===== src/core/thermostat_pkg.sv =====
// Package with timing constants and carried types for the thermostat
package thermostat_pkg;
    localparam int unsigned CLK_HZ = 200_000_000;
    // Measurement interval and busy time in their own units
    localparam int unsigned PERIOD_MS = 2000;
    localparam int unsigned FAST_PERIOD_MS = 500;
    localparam int unsigned BUSY_MS = 25;
    localparam int unsigned BLINK_MS = 50;
    localparam longint unsigned PERIOD_CYC =
        longint'(PERIOD_MS) * CLK_HZ / 1000;
    localparam longint unsigned FAST_PERIOD_CYC =
        longint'(FAST_PERIOD_MS) * CLK_HZ / 1000;
    localparam longint unsigned BUSY_CYC = longint'(BUSY_MS) * CLK_HZ / 1000;
    localparam longint unsigned BLINK_CYC =
        longint'(BLINK_MS) * CLK_HZ / 1000;
    // Agreeing cycles before the output may change
    localparam logic [1:0] AGREE_COUNT = 2'h3;
    // Release margin: about 8 percent, as 21/256 of the reference time
    localparam int unsigned HYST_NUM = 21;
    localparam int unsigned HYST_SHIFT = 8;
    localparam int unsigned TIME_W = 24;

    // Capacitor network drive
    typedef struct packed {
        logic cap_drive;
        logic cap_level;
        logic primary_en;
        logic reference_en;
    } cap_drive_t;

    // Timings of one measurement cycle
    typedef struct packed {
        logic [TIME_W-1:0] primary_time;
        logic [TIME_W-1:0] reference_time;
        logic open_fault;
    } result_t;
endpackage : thermostat_pkg


===== src/core/resistance_ratio_thermostat.sv =====
// Two-resistor ratio thermostat controller with measuring indicator
`timescale 1ns/1ps
module resistance_ratio_thermostat #(
    parameter longint unsigned PERIOD_CYC = thermostat_pkg::PERIOD_CYC,
    parameter longint unsigned FAST_PERIOD_CYC =
        thermostat_pkg::FAST_PERIOD_CYC,
    parameter longint unsigned BUSY_CYC = thermostat_pkg::BUSY_CYC,
    parameter longint unsigned BLINK_CYC = thermostat_pkg::BLINK_CYC,
    parameter int unsigned TIMEOUT_CYC = 1 << (thermostat_pkg::TIME_W - 1)
) (
    // Clock and reset
    input wire logic core_clk_i,
    input wire logic reset_n_i,
    // Capacitor comparator level, asynchronous
    input wire logic cap_high_i,
    // Resistor and capacitor network drive
    output thermostat_pkg::cap_drive_t cap_o,
    // Results
    output logic measuring_indicator_o,
    output logic control_o
);
    localparam int W = thermostat_pkg::TIME_W;

    initial begin
        // Interval counters are 32 bits; wider values would wrap
        if (BUSY_CYC < 64 || PERIOD_CYC <= BUSY_CYC ||
            FAST_PERIOD_CYC <= BUSY_CYC || BLINK_CYC == 0 ||
            PERIOD_CYC > 64'hFFFF_FFFF || FAST_PERIOD_CYC > 64'hFFFF_FFFF ||
            BLINK_CYC > 64'hFFFF_FFFF ||
            TIMEOUT_CYC >= (1 << W) || TIMEOUT_CYC < 4)
            $error("resistance_ratio_thermostat: bad timing parameters");
    end

    typedef enum logic [5:0] {
        ST_IDLE = 6'h01,
        ST_DIS_P = 6'h02,
        ST_CHG_P = 6'h04,
        ST_DIS_R = 6'h08,
        ST_CHG_R = 6'h10,
        ST_DECIDE = 6'h20
    } state_t;

    // Power-on reset: a flop with no reset powers up cleared
    logic [3:0] por_cnt = 4'h0;
    logic por_done;
    assign por_done = por_cnt == 4'hF;
    always_ff @(posedge core_clk_i) begin
        if (!por_done) por_cnt <= por_cnt + 4'h1;
    end

    // Reset pin passes three flops; a change counts when two agree
    logic [2:0] rst_sync;
    logic rst_filt;
    always_ff @(posedge core_clk_i) begin
        rst_sync <= {rst_sync[1:0], reset_n_i};
        if (rst_sync[2] == rst_sync[1]) rst_filt <= rst_sync[1];
    end
    // Only the filtered copy resets: the raw pin could meet a flop
    // mid-edge and reset some flops but not others
    logic rst_n;
    assign rst_n = rst_filt & por_done;

    logic [2:0] cap_sync;
    logic cap_high;
    always_ff @(posedge core_clk_i) begin
        cap_sync <= {cap_sync[1:0], cap_high_i};
        if (!rst_n) cap_high <= 1'b0;
        else if (cap_sync[2] == cap_sync[1]) cap_high <= cap_sync[1];
    end

    state_t state;
    state_t next_state;
    logic [31:0] wait_cnt;
    logic [W-1:0] phase_cnt;
    logic [W-1:0] primary_time;
    logic fault;
    logic fast;
    logic [1:0] agree;
    logic [31:0] busy_cnt;
    logic [31:0] blink_cnt;
    logic blink;
    thermostat_pkg::result_t res;

    // Capacitor phases: discharge low, then charge through one resistor
    wire in_dis = (state == ST_DIS_P) || (state == ST_DIS_R);
    wire in_chg = (state == ST_CHG_P) || (state == ST_CHG_R);
    wire timeout = phase_cnt == W'(TIMEOUT_CYC);
    wire phase_end = in_dis ? !cap_high : cap_high;
    wire [31:0] period = fast ? 32'(FAST_PERIOD_CYC) : 32'(PERIOD_CYC);
    wire start = (state == ST_IDLE) && (wait_cnt >= period - 32'h1);
    // High from the start edge, so the indicator rises with the drive
    wire busy_now = start || (state != ST_IDLE);

    // Primary larger trips on; release needs the margin below reference
    wire [W+8:0] ref_scaled = {9'h0, res.reference_time} * 33'(
        thermostat_pkg::HYST_NUM);
    wire [W-1:0] margin = W'(ref_scaled >> thermostat_pkg::HYST_SHIFT);
    wire above = res.primary_time > res.reference_time;
    wire below = {1'b0, res.primary_time} + {1'b0, margin} <
        {1'b0, res.reference_time};
    wire wants_change = control_o ? below : above;

    always_comb begin
        next_state = state;
        unique case (state)
            ST_IDLE: if (start) next_state = ST_DIS_P;
            ST_DIS_P: if (phase_end || timeout) next_state = ST_CHG_P;
            ST_CHG_P: if (phase_end || timeout) next_state = ST_DIS_R;
            ST_DIS_R: if (phase_end || timeout) next_state = ST_CHG_R;
            ST_CHG_R: if (phase_end || timeout) next_state = ST_DECIDE;
            ST_DECIDE: next_state = ST_IDLE;
            default: next_state = ST_IDLE;
        endcase
    end

    always_ff @(posedge core_clk_i) begin
        if (!rst_n) begin
            state <= ST_IDLE;
            wait_cnt <= 32'h0;
            phase_cnt <= '0;
        end else begin
            state <= next_state;
            wait_cnt <= start ? 32'h0 : wait_cnt + 32'h1;
            phase_cnt <= (next_state != state) ? '0 : phase_cnt + W'(1);
        end
    end

    // Charge time plus discharge time through each resistor
    always_ff @(posedge core_clk_i) begin
        if (!rst_n) begin
            primary_time <= '0;
            res <= '0;
            fault <= 1'b0;
        end else begin
            if (start) begin
                primary_time <= '0;
                fault <= 1'b0;
            end else if (state == ST_DIS_P || state == ST_CHG_P) begin
                primary_time <= primary_time + W'(1);
            end
            // Hand over when the primary charge ends; its last cycle
            // counts too, so both sides see the same number of phases
            if (state == ST_CHG_P && next_state != state) begin
                res.primary_time <= primary_time + W'(1);
                res.reference_time <= '0;
            end else if (state == ST_CHG_R || state == ST_DIS_R) begin
                res.reference_time <= res.reference_time + W'(1);
            end
            if (in_chg && timeout) fault <= 1'b1;
            if (state == ST_DECIDE) res.open_fault <= fault;
        end
    end

    // Three consecutive agreeing cycles before switching
    always_ff @(posedge core_clk_i) begin
        if (!rst_n) begin
            agree <= 2'h0;
            control_o <= 1'b0;
            fast <= 1'b0;
        end else if (state == ST_DECIDE) begin
            fast <= fault || wants_change;
            if (fault || !wants_change) begin
                agree <= 2'h0;
            end else if (agree == thermostat_pkg::AGREE_COUNT - 2'h1) begin
                agree <= 2'h0;
                control_o <= !control_o;
            end else begin
                agree <= agree + 2'h1;
            end
        end
    end

    // Busy stretches to the nominal length so the pulse is visible
    always_ff @(posedge core_clk_i) begin
        if (!rst_n) begin
            busy_cnt <= 32'h0;
            blink_cnt <= 32'h0;
            blink <= 1'b0;
            measuring_indicator_o <= 1'b0;
        end else begin
            if (start) busy_cnt <= 32'(BUSY_CYC);
            else if (busy_cnt != 32'h0) busy_cnt <= busy_cnt - 32'h1;
            if (blink_cnt >= 32'(BLINK_CYC) - 32'h1) begin
                blink_cnt <= 32'h0;
                blink <= !blink;
            end else begin
                blink_cnt <= blink_cnt + 32'h1;
            end
            // Measuring always shows high; the warning blinks between
            if (res.open_fault && !busy_now)
                measuring_indicator_o <= blink;
            else
                measuring_indicator_o <= busy_now ||
                    (busy_cnt != 32'h0);
        end
    end

    // Discharge pulls the capacitor low; charge drives it high
    always_ff @(posedge core_clk_i) begin
        if (!rst_n) begin
            cap_o <= '0;
        end else begin
            cap_o.cap_drive <= (next_state != ST_IDLE) &&
                (next_state != ST_DECIDE);
            cap_o.cap_level <= next_state == ST_CHG_P ||
                next_state == ST_CHG_R;
            cap_o.primary_en <= next_state == ST_DIS_P ||
                next_state == ST_CHG_P;
            cap_o.reference_en <= next_state == ST_DIS_R ||
                next_state == ST_CHG_R;
        end
    end
endmodule : resistance_ratio_thermostat


===== config.mk =====
export PLATFORM = sky130hd
export DESIGN_NAME = resistance_ratio_thermostat
export DESIGN_NICKNAME = d
export VERILOG_FILES = /design/src/core/thermostat_pkg.sv /design/src/core/resistance_ratio_thermostat.sv
export SDC_FILE = /design/constraint.sdc
export NUM_CORES = 1
export LEC_CHECK = 0
export BUFFER_PORTS_ARGS = -buffer_cell sky130_fd_sc_hd__buf_2
export CORE_UTILIZATION = 45
export DETAILED_ROUTE_END_ITERATION = 16
export SLEW_MARGIN = 20
export SYNTH_ARGS = -nofsm -noshare
export SYNTH_HDL_FRONTEND = slang
export SYNTH_SLANG_ARGS = --single-unit
export TNS_END_PERCENT = 20

===== constraint.sdc =====
create_clock -name core_clk_i -period 9.6 [get_ports core_clk_i]
set_clock_uncertainty 0.05 [all_clocks]
set_input_delay 2.4 -clock core_clk_i [delete_from_list [all_inputs] [get_ports core_clk_i]]
set_output_delay 2.4 -clock core_clk_i [all_outputs]
set_load 0.02 [all_outputs]

Yosys cells after proc, flatten, opt, wreduce, memory -nomap -nowiden
Cells that the tools add are included.

Equality and inequality tests: 19. Multiplexer cells: 16. $lt $le $gt $ge: 4. Add/subtract/negate cells: 10. Multipliers: 1. Reductions and logical operators: 30. Bitwise gates (word level): 3.

Operator list (count): $add A24 B1 Y24 const B (3); $add A32 B1 Y32 const B (2); $mux W23 (2); $ge A32 B24 Y1 const B (1); $ge A32 B32 Y1 (1); $reduce_bool A32 Y1 (1); $sub A32 B1 Y32 const B (1); $mux W6 (5); $pmux W6 S5 (1); $sub A29 B1 Y30 const B (1); $mul A24 B5 Y29 const B (1); $mux W29 (1); $add A24 B21 Y25 (1); $lt A25 B24 Y1 (1); $eq A24 B24 Y1 const B (1); $gt A24 B24 Y1 (1); $eq A6 B2 Y1 const B (2); $eq A6 B3 Y1 const B (2); $eq A6 B4 Y1 const B (2); $eq A6 B5 Y1 const B (2); $logic_or A1 B1 Y1 (12); $ne A6 B1 Y1 const B (2); $reduce_or A2 Y1 (4); $eq A6 B1 Y1 const B (1); 16 further kinds (32).

Output and inout port bits: 6. Register bits: 222.

Logic depth before layout (Yosys ltp)
Gate-level depths: netlist of the first run.

Depth after elaboration: 9. Depth in mapped cells: 32.

Least setup slack after synthesis of the first run
OpenSTA, ideal clock, no wires.

Path type: reg2reg. Start point: register res[6] (netlist name). End point: register control_o. Path slack: 2924 ps. Arrival time: 6555 ps. Buffers on the path: 0. Setup time: 72 ps. Cell stages (with the launch flop): 31. Data required time: 9478 ps. Cells stage by stage: dfxtp_1 -> ha_1 -> ha_1 -> inv_1 -> fa_1 -> inv_1 -> ha_1 -> o211ai_1 -> nor2_1 -> o31a_1 -> o21a_1 -> o21a_1 -> o21a_1 -> nor2_1 -> xnor2_1 -> ha_1 -> a2111oi_0 -> o21ai_0 -> a41o_1 -> a221oi_1 -> nor4bb_1 -> a2111oi_2 -> nor2_1 -> xor2_1 -> ha_1 -> nand3_1 -> a2111o_1 -> o21ai_0 -> a21oi_1 -> o21ai_0 -> mux2i_1.

Word-level cells in the longest chain between the ends: 8. Elaborated cells between the ends (all ways): 9. Those cells by class: 1 x add/sub; 1 x mul; 2 x order compare; 1 x mux; 1 x bitwise; 3 x reduce/logical.

RTL lines: start, declared (RTL line resistance_ratio_thermostat.sv:82) `thermostat_pkg::result_t res;`; $mul A24 B5 Y29 (RTL line resistance_ratio_thermostat.sv:95) `wire [W+8:0] ref_scaled = {9'h0, res.reference_time} * 33'(`; $add A24 B21 Y25 (RTL line resistance_ratio_thermostat.sv:99) `wire below = {1'b0, res.primary_time} + {1'b0, margin} <`; $lt A25 B24 Y1 (RTL line resistance_ratio_thermostat.sv:99); $mux W1 (*) (RTL line resistance_ratio_thermostat.sv:101) `wire wants_change = control_o ? below : above;`; $logic_not A1 Y1 (*) (RTL line resistance_ratio_thermostat.sv:162) `if (fault || !wants_change) begin`; $logic_or A1 B1 Y1 (*) (RTL line resistance_ratio_thermostat.sv:162); $not A1 Y1 (no source line) (*); $reduce_and A3 Y1 (no source line) (*); end signal, assigned (RTL line resistance_ratio_thermostat.sv:166) `control_o <= !control_o;`; end, declared (RTL line resistance_ratio_thermostat.sv:20) `output logic control_o`.

Mark *: on every way between the ends. The rest lies on a longest branch, timed or not. A chain may end at the register's enable or synchronous reset.

Worst setup path after layout of the first run
Start point: register res[6] (netlist name). End point: register fast.

Word-level cells in the longest chain between the ends: 5. Elaborated cells between the ends (all ways): 6. Those cells by class: 1 x add/sub; 1 x mul; 2 x order compare; 1 x mux; 1 x reduce/logical.

RTL lines: $mul A24 B5 Y29 (RTL line resistance_ratio_thermostat.sv:95); $add A24 B21 Y25 (RTL line resistance_ratio_thermostat.sv:99); $lt A25 B24 Y1 (RTL line resistance_ratio_thermostat.sv:99); $mux W1 (*) (RTL line resistance_ratio_thermostat.sv:101); $logic_or A1 B1 Y1 (*) (RTL line resistance_ratio_thermostat.sv:161) `fast <= fault || wants_change;`; end signal, assigned (RTL line resistance_ratio_thermostat.sv:161); end, declared (RTL line resistance_ratio_thermostat.sv:77) `logic fast;`.

Marks and branches as above.

==> results of run 1 <==
## registers in the layout (all words and copies together) (netlist names)
name                   flops
agree                      2
blink                      1
blink_cnt                 32
busy_cnt                  32
cap_high                   1
cap_o                      4
cap_sync                   3
control_o                  1
fast                       1
fault                      1
measuring_indicator_o      1
phase_cnt                 24
por_cnt                    4
primary_time              24
res                       49
rst_filt                   1
rst_sync                   3
state                      6
wait_cnt                  32
## cell families after synthesis
| family | count (synthesis) | share of synthesized area [%] |
|---|---|---|
| AOI/OAI and AO/OA | 230 | 11.02 |
| xor gates and xnor gates | 199 | 12.68 |
| adders and majority gates | 179 | 17.33 |
| buffers and inverters | 160 | 4.405 |
| DFF | 222 | 32.69 |
| muxes | 7 | 0.5188 |
| other | 1 | 0.02728 |
| and+or+nand+nor | 624 | 21.33 |
## synthesized netlist by cell type (all sizes together), types with 19 or more instances
library cell / instances / area [um^2]
nor2: 271 / 1020
dfxtp: 217 / 4344
ha: 160 / 2002
inv: 128 / 480.5
xnor2: 125 / 1095
nand2: 112 / 420.4
xor2: 74 / 648.1
a21oi: 67 / 335.3
nand3: 54 / 270.3
o21ai: 42 / 210.2
nor3: 33 / 175.2
a211oi: 31 / 232.7
nand4: 29 / 181.4
and3: 24 / 150.1
clkbuf: 23 / 86.33
or3: 22 / 142.6
nor4: 21 / 143.9
fa: 19 / 380.4
## metrics by stage
stage | power (mW) | utilization, % | setup slack [ns] | cells | hold slack [ns]
after floorplan | 0.9725 | - | 2.924 | 1629 | 0.2596
after global placement | 0.9798 | 47.59 | 2.467 | 2000 | 0.2617
after detailed placement | 0.9805 | 47.59 | 2.276 | 2000 | 0.2636
after CTS | 2.072 | 50.75 | 2.238 | 2046 | 0.2792
after global routing | 2.115 | 50.75 | 1.580 | 2046 | 0.2868
final | 2.041 | 50.75 | 2.250 | 2046 | 0.2776
## power by group
part           switching, mW  internal, mW
Combinational         0.0181       0.00580
Clock                  0.408         0.674
Sequential           0.00425         0.931
## how the worst max path moves through the flow
stage,start,cells past startpoint,to,slack (ns)
2_1_floorplan,res[6],30,control_o,2.92
3_3_place_gp,res[6],32,control_o,2.47
3_5_place_dp,res[6],32,fast,2.28
4_1_cts,res[6],32,fast,2.24
5_1_grt,res[6],32,fast,1.58
6_report,res[6],32,fast,2.25
## metal layers
metal	wire [um]	track usage, %	up-vias
li1	-	-	5598
met1	14120	24.83	4897
met2	12380	30.26	115
met3	766	2.642	48
met4	669	4.957	0
met5	0	0	-
## final cells by class
class	count	area share, %
clock buffer	35	4.844
clock inverter	11	1.395
inverter	128	3.169
multi-input combinational	1247	57.22
sequential	222	29.64
tap	390	3.218
timing repair buffer	13	0.5116
==> metrics.cfg, run 1 <==
[power_and_ir_drop]
power.leakage_nw=6.382
vdd_ir_drop_max_v=0.0001550
powerDensity_mw_per_mm2=134.6

[yosys]
syn-cell-area_mm2=0.01375
synth_warnings=0
synth_edf_count=5
ys_seq_area_share_pct=32.69
synth.avg_cell_area_um2=8.475
async_reset_ff_share_pct=0
synth-seq-cells=222
netlist_instances=1622
synth.distinct_cells=72
synth_flop_cell=dfxtp_1

[drt]
antenna_left=0
drtIter0Drc=378
totalWireLength_mm=27.94
vias_per_cell=5.209
drc_errors=0
dr.pass1.iters=5
wl_per_cell_um=13.65
vias=10658

[timing]
worst_pin_slew_ns=0.9504
relSlewSlack_pct=36.64
grt_setup_unrepaired=false
finalHoldViolCount=0
fin_crit_sh_pct=76.56
slew_violations=0
fmax_ghz=0.1361
period_minus_slack_ns=7.350
setup_viol=0
setup_tns_ns=0

[floorplanning]
pin_count=9
dieArea_mm2=0.03125
initial_utilization_pct=46.01
die_w_um=176.8
coreArea_mm2=0.02987
die_h_um=176.8
fp-row-count=63

[clock_network]
cts-root-buf=clkbuf_16
cts_buffers=25
cts_sinks=222
path_clk_slew_ns=0.06
clk_latency_ns=0.55
post_cts_resized=0
cts_hold_buf=0
cts_tree=built
cts_max_level=1
cts_setup_buffers=0
max-clock-path-buffers=3

[setup_path]
required_ns=9.99
critPathBufInv=3
crit-reg2reg-launch=res[6]
endpoint_kind=flip-flop
rr_worst_depth=32
r2r_setup_slack_ns=2.25
cpPeakStageDelay_ns=0.52
setup.worst_path.start_class=flip-flop
critPathKind=flip-flop to flip-flop
critical-path-slowest-cell=dfxtp_1
cpLargestDelayFamily=compound AO/OA/AOI/OAI gates
worst-path-max-fanout=9
crit_arrival_ns=7.74
rr_endpoint=fast
crit_top_cell=ha_1

[final_layout]
design_area_mm2=0.01516
area_delta_synth_final_pct=10.29
fill_cells=2821
multi_input_area_mm2=0.008676
final_cell_mix=nor2_1, dfxtp_1, ha_1
ff_latch_area_mm2=0.004494
antennaDiodeCount=0
drive_gt1_share_pct=4.771
final_nets=1819
layout_commonest_cell=nor2_1

[run_status]
status=finished clean

[global_routing]
grtUsageTotal_pct=18.32
grt_pass1_wl_mm=47.62
antenna_found_initial=0
grt_overflow_total=0
grt_max_degree=60
grt_pass1_vias=10153

[worst_hold_path]
min_from=rst_sync[0]
hold_path_end=rst_sync[1]
min_path_type=flip-flop to flip-flop
min_path_cells=0

[placed_design]
hpwl_mm=21.11
place_area_mm2=0.01422
buffer_ports.inserted=8
gp_congestion=0.9224

[run]
maxCapViolations=0

Note: power is estimated with default switching activity, not from simulation.
==> inputs of run 2 (changes only) <==
ABC_AREA = 1   (was default)
clock period = 6.1 ns   (was 9.6 ns; I/O delays follow)
==> run 2 against run 1 <==
Total power rose by 59%. Fmax rose by 29%. Non-clock buffer count rose by 5. Setup slack got worse by 1.9 ns. Global-route usage rose by 1.5 points. Register-to-register slack got worse by 1.9 ns. Area after synthesis rose by 6.2%. Worst hold slack got worse by 0.0017 ns. Sequential power rose by 56%. Synthesized cell count rose by 21%. Critical path depth rose by 2. Cell area rose by 7.5%. Critical path type unchanged. Largest power group unchanged.
==> metrics.cfg, run 2 <==
[run_status]
status=finished clean

[timing]
period_minus_slack_ns=5.704  ; -1.646 ns
setup_viol=0  ; unchanged
fin_crit_sh_pct=93.50  ; +17 points
fmax_ghz=0.1753  ; +29%
fin_ws_ns=0.3965  ; -1.854 ns
slew_violations=0  ; unchanged
relSlewSlack_pct=49.72  ; +13 points
worst_pin_slew_ns=0.7516  ; -0.1989 ns
finalHoldViolCount=0  ; unchanged

[yosys]
netlist_top_cells_count=inv_1, nand2_1, nor2_1
netlist_instances=1964  ; +21%
synth_top_area_share_pct=29.76  ; -1.8 points
ys_seq_area_share_pct=30.79  ; -1.9 points
synth_warnings=0  ; unchanged
synth.distinct_cells=53  ; -26%
ys_top_cells_by_area=dfxtp_1, ha_1, inv_1
async_reset_ff_share_pct=0  ; unchanged
synth_edf_count=5  ; unchanged
synth.avg_cell_area_um2=7.433  ; -12%
synth_flop_cell=dfxtp_1
syn-cell-area_mm2=0.01460  ; +6.2%
synth-seq-cells=222  ; unchanged
yosysTopAreaCell=dfxtp_1

[global_routing]
grt_pass1_wl_mm=55.04  ; +16%
grt_pass1_vias=11833  ; +17%
antenna_found_initial=0  ; unchanged
grt_max_degree=39  ; -35%
met3_usage_pct=2.934  ; +0.29 points
use_met2_pct=33.49  ; +3.2 points
grtUsageTotal_pct=19.82  ; +1.5 points
grt_overflow_total=0  ; unchanged
grt.busiest_layer=met2
met1_usage_pct=26.55  ; +1.7 points

[drt]
vias_per_cell=5.121  ; -1.7%
drc_errors=0  ; unchanged
drtIter0Drc=674  ; +78%
wl_per_cell_um=13.28  ; -2.7%
dr.pass1.iters=5  ; unchanged
antenna_left=0  ; unchanged
vias=12351  ; +16%
totalWireLength_mm=32.04  ; +15%

[setup_path]
critPathLaunch=res[3]
endpoint_kind=flip-flop
critical-path-slowest-cell=fa_1
crit-reg2reg-launch=res[3]
setup.worst_path.start_class=flip-flop
crit_arrival_ns=6.15  ; -1.59 ns
crit_top_cell=nand2_1
cpPeakStageDelay_ns=0.47  ; -0.05 ns
worst-path-max-fanout=5  ; -4
required_ns=6.54  ; -3.45 ns
critPathKind=flip-flop to flip-flop

[run]
maxCapViolations=0  ; unchanged

[clock_network]
cts-root-buf=clkbuf_16
cts_max_level=1  ; unchanged
cts_sinks=222  ; unchanged
max-clock-path-buffers=3  ; unchanged
cts_hold_buf=0  ; unchanged
path_clk_slew_ns=0.06  ; about the same
cts_tree=built
cts_buffers=27  ; +8.0%
clk_latency_ns=0.55  ; about the same

[power_and_ir_drop]
powerDensity_mw_per_mm2=198.8  ; +48%
power.leakage_nw=6.988  ; +9.5%
vdd_ir_drop_max_v=0.0002086  ; +35%

[placed_design]
hpwl_mm=24.66  ; +17%
dp.cells=2360  ; +18%
gp_congestion=0.9012  ; -2.3%
pre_cts_ws_ns=0.05068  ; -2.226 ns
buffer_ports.inserted=8  ; unchanged

[worst_hold_path]
min_from=cap_sync[0]
min_path_type=flip-flop to flip-flop

[floorplanning]
fp-row-count=65  ; +3.2%
coreArea_mm2=0.03172  ; +6.2%
pin_count=9  ; unchanged
dieArea_mm2=0.03316  ; +6.1%
initial_utilization_pct=46.02  ; about the same
die_h_um=182.1  ; +3.0%
die_w_um=182.1  ; +3.0%

[final_layout]
drive_gt1_share_pct=8.507  ; +3.7 points
largest_reg_flops=49  ; unchanged
antennaDiodeCount=0  ; unchanged
area_delta_synth_final_pct=11.61
largest_register=res
layout_commonest_cell=inv_1
finish.utilization_pct=51.36  ; +0.61 points
final_nets=2171  ; +19%
final_cell_mix=inv_1, nand2_1, nor2_1
fin_cells=2412  ; +18%

## run 2: layer usage
metal / vias to the layer above / share of wire, % / wire length, um
met5: - / 0 / 0
met4: 0 / 2.0 / 641
met3: 43 / 3.5 / 1122
met2: 176 / 45 / 14500
met1: 5576 / 49 / 15770
li1: 6556 / - / -
## run 2: final cells by class
| class | count | area, um^2 |
|---|---|---|
| timing repair buffer | 18 | 115.1 |
| inverter | 287 | 1077 |
| fill | 3068 | 15430 |
| tap | 402 | 503.0 |
| clock inverter | 16 | 265.3 |
| clock buffer | 34 | 742.0 |
| multi-input combinational | 1433 | 9086 |
| sequential | 222 | 4503 |
## run 2: worst max-delay path, delay by kind of cell, from the launching register on
| kind | cells | cell delay, ns |
|---|---|---|
| compound gates | 6 | 0.83 |
| simple gates | 14 | 1.31 |
| xor+xnor | 2 | 0.22 |
| flops | 1 | 0.35 |
| buf+inv | 5 | 0.48 |
| fa+ha+maj | 7 | 2.40 |
## run 2: power by group
group          switching, mW  internal, mW
sequential           0.00197          1.46
combinational       0.000986       0.00111
clock                  0.649          1.13
## run 2: cells by family (layout without fill, tap and decap cells)
family / count (synthesis) / after routing / synth area share (%)
compound gates: 308 / 308 / 11.66
buf+inv: 316 / 355 / 8.314
flops: 222 / 222 / 30.79
xor+xnor: 115 / 115 / 6.900
other cells: 1 / 8 / 0.02569
simple gates: 823 / 823 / 26.00
fa+ha+maj: 179 / 179 / 16.32
## run 2: path summary, 6_finish.rpt
| check | end | slack (ns) | depth (start not counted) |
|---|---|---|---|
| min reg2reg | cap_sync[1] | 0.28 | 0 |
| max | control_o | 0.40 | 34 |
| max reg2reg | control_o | 0.40 | 34 |
| min | cap_sync[1] | 0.28 | 0 |
## run 2: metrics by stage
stage                     hold WS [ns]  total power, mW  cell area [um^2]  setup TNS [ns]
after floorplan                 0.2596            1.495             14620               0
after global placement          0.2632            1.496             15090               0
after detailed placement        0.2628            1.496             15090               0
after CTS                       0.2808            3.291             16100               0
after global routing            0.3042            3.352             16290         -0.1048
final                           0.2759            3.239             16290               0
## run 2: timing repair
item / 4_1_cts / 5_1_grt
resized for setup: 0 / 51
setup buffers: 0 / 2
setup endpoints to repair: 0 / 4
endpoints found under the hold margin: 0 / 0
==> inputs of run 3 (changes only) <==
CORE_UTILIZATION = 37   (was 45)
PLACE_DENSITY = 0.55   (was default)
==> run 3 against run 2 <==
Core utilization is 9.0 points lower. Wire length is 4.3% higher. Setup slack worse by 0.074 ns. Register-to-register slack worse by 0.07 ns. Via count is 0.74% higher. Non-clock buffer count is 2 higher. Largest power group unchanged. Highest routed layer unchanged.
==> metrics.cfg, run 3 (synthesized netlist as in run 2, its figures left out) <==
[run_status]
status=finished clean

[drt]
vias=12443  ; +0.74%
wl_per_cell_um=13.21  ; -0.53%
antenna_left=0  ; unchanged
totalWireLength_mm=33.41  ; +4.3%
vias_per_cell=4.920  ; -3.9%
drtIter0Drc=576  ; -15%
drc_errors=0  ; unchanged
dr.pass1.iters=8  ; +3

[global_routing]
grt_pass1_vias=11926  ; +0.79%
antenna_found_initial=0  ; unchanged
grtUsageTotal_pct=16.62  ; -3.2 points
grt_overflow_total=0  ; unchanged
grt_pass1_wl_mm=56.31  ; +2.3%
grt_max_degree=48  ; +23%

[timing]
relSlewSlack_pct=34.52  ; -15 points
fin_crit_sh_pct=94.72  ; +1.2 points
fmax_ghz=0.1731  ; -1.3%
setup_viol=0  ; unchanged
fin_ws_ns=0.3221  ; -0.07438 ns
slew_violations=0  ; unchanged
period_minus_slack_ns=5.778  ; +0.07438 ns
worst_pin_slew_ns=0.9787  ; +0.2271 ns
finalHoldViolCount=0  ; unchanged
whs_ns=0.2737  ; -0.002194 ns

[run]
maxCapViolations=0  ; unchanged

[floorplanning]
coreArea_mm2=0.03874  ; +22%
fp-row-count=72  ; +11%
dieArea_mm2=0.04025  ; +21%
initial_utilization_pct=37.68  ; -8.3 points
pin_count=9  ; unchanged
die_w_um=200.6  ; +10%
die_h_um=200.6  ; +10%

[final_layout]
layout_commonest_cell=inv_1
final_nets=2173  ; +0.092%
largest_reg_flops=49  ; unchanged
antennaDiodeCount=0  ; unchanged
drive_gt1_share_pct=8.553  ; +0.045 points
area_delta_synth_final_pct=12.30
final_cell_mix=inv_1, nand2_1, nor2_1
largest_register=res

[setup_path]
r2r_setup_slack_ns=0.32  ; -0.07 ns
endpoint_kind=flip-flop
rr_worst_depth=35  ; +2.9%
crit_top_cell=nand2_1
crit_arrival_ns=6.21  ; +0.06 ns
worst-path-max-fanout=6  ; +1
rr_endpoint=control_o
crit-reg2reg-launch=res[3]
critPathKind=flip-flop to flip-flop
setup.worst_path.start_class=flip-flop
critical-path-slowest-cell=fa_1
cpPeakStageDelay_ns=0.58  ; +0.11 ns
required_ns=6.54  ; about the same

[clock_network]
cts-root-buf=clkbuf_16
path_clk_slew_ns=0.06  ; about the same
cts_hold_buf=0  ; unchanged
cts_sinks=222  ; unchanged
cts_max_level=1  ; unchanged
cts_tree=built
clk_latency_ns=0.54  ; about the same
cts_buffers=27  ; unchanged
max-clock-path-buffers=3  ; unchanged

[placed_design]
pre_cts_ws_ns=0.05580  ; +0.005124 ns
buffer_ports.inserted=8  ; unchanged
gp_congestion=0.8924  ; -0.98%
hpwl_mm=25.68  ; +4.1%

[worst_hold_path]
min_from=cap_sync[0]
min_path_type=flip-flop to flip-flop
hold_path_end=cap_sync[1]
min_path_cells=0  ; unchanged

[power_and_ir_drop]
vdd_ir_drop_max_v=0.0002200  ; +5.4%
powerDensity_mw_per_mm2=192.2  ; -3.3%
power.leakage_nw=6.959  ; -0.41%

-- run 3: critical path, delay by kind of cell, from the launching register on --
kind,cells,cell delay [ns]
AOI/OAI and AO/OA,11,1.50
xor gates and xnor gates,2,0.51
adders and majority gates,6,1.92
buffers and inverters,3,0.28
DFF,1,0.35
and+or+nand+nor,13,1.10
-- run 3: what timing repair did --
action	4_1_cts	5_1_grt
setup buffers	0	2
resized for setup	0	45
endpoints found under the setup margin	0	4
-- run 3: area by class of cell --
class	count	area [um^2]
clock inverters	14	176.4
well taps	518	648.1
multi-input cells	1433	9094
repair buffers	20	130.1
flip-flops and latches	222	4502
inverters	287	1077
clock buffers	35	765.7
fillers	4039	22340
-- run 3: report_power, final --
part / switching (mW) / internal [mW] / total [mW]
sequential: 0.00174 / 1.46 / 1.46
combinational: 0.00112 / 0.00111 / 0.00224
clock: 0.638 / 1.05 / 1.69
total: 0.640 / 2.51 / 3.15
-- run 3: worst max-delay path by stage --
stage / slack, ns / from / cells past startpoint / endpoint
floorplan: 0.72 / res[5] / 34 / control_o
global placement: 0.20 / res[9] / 33 / control_o
detailed placement: 0.06 / res[3] / 35 / control_o
CTS: 0.04 / res[3] / 35 / control_o
global route: -0.03 / res[3] / 35 / control_o
finish: 0.32 / res[3] / 35 / control_o
-- run 3: layer usage --
metal  global-route usage, %  wire (um)  up-vias
met5                       0          0        -
met4                   5.098        780        0
met3                   2.208       1058       59
met2                   28.24      15380      143
met1                   21.79      16190     5673
li1                        -          -     6568
-- run 3: through the flow --
stage	util (%)	cell area (um^2)	instances	total power, mW	setup TNS, ns
final	42.32	16390	2529	3.151	0
after global routing	42.32	16390	2529	3.263	-0.04703
after CTS	41.81	16200	2527	3.213	0
after detailed placement	39.38	15250	2478	1.496	0
after global placement	39.38	15250	2478	1.496	0
after floorplan	-	14620	1971	1.495	0
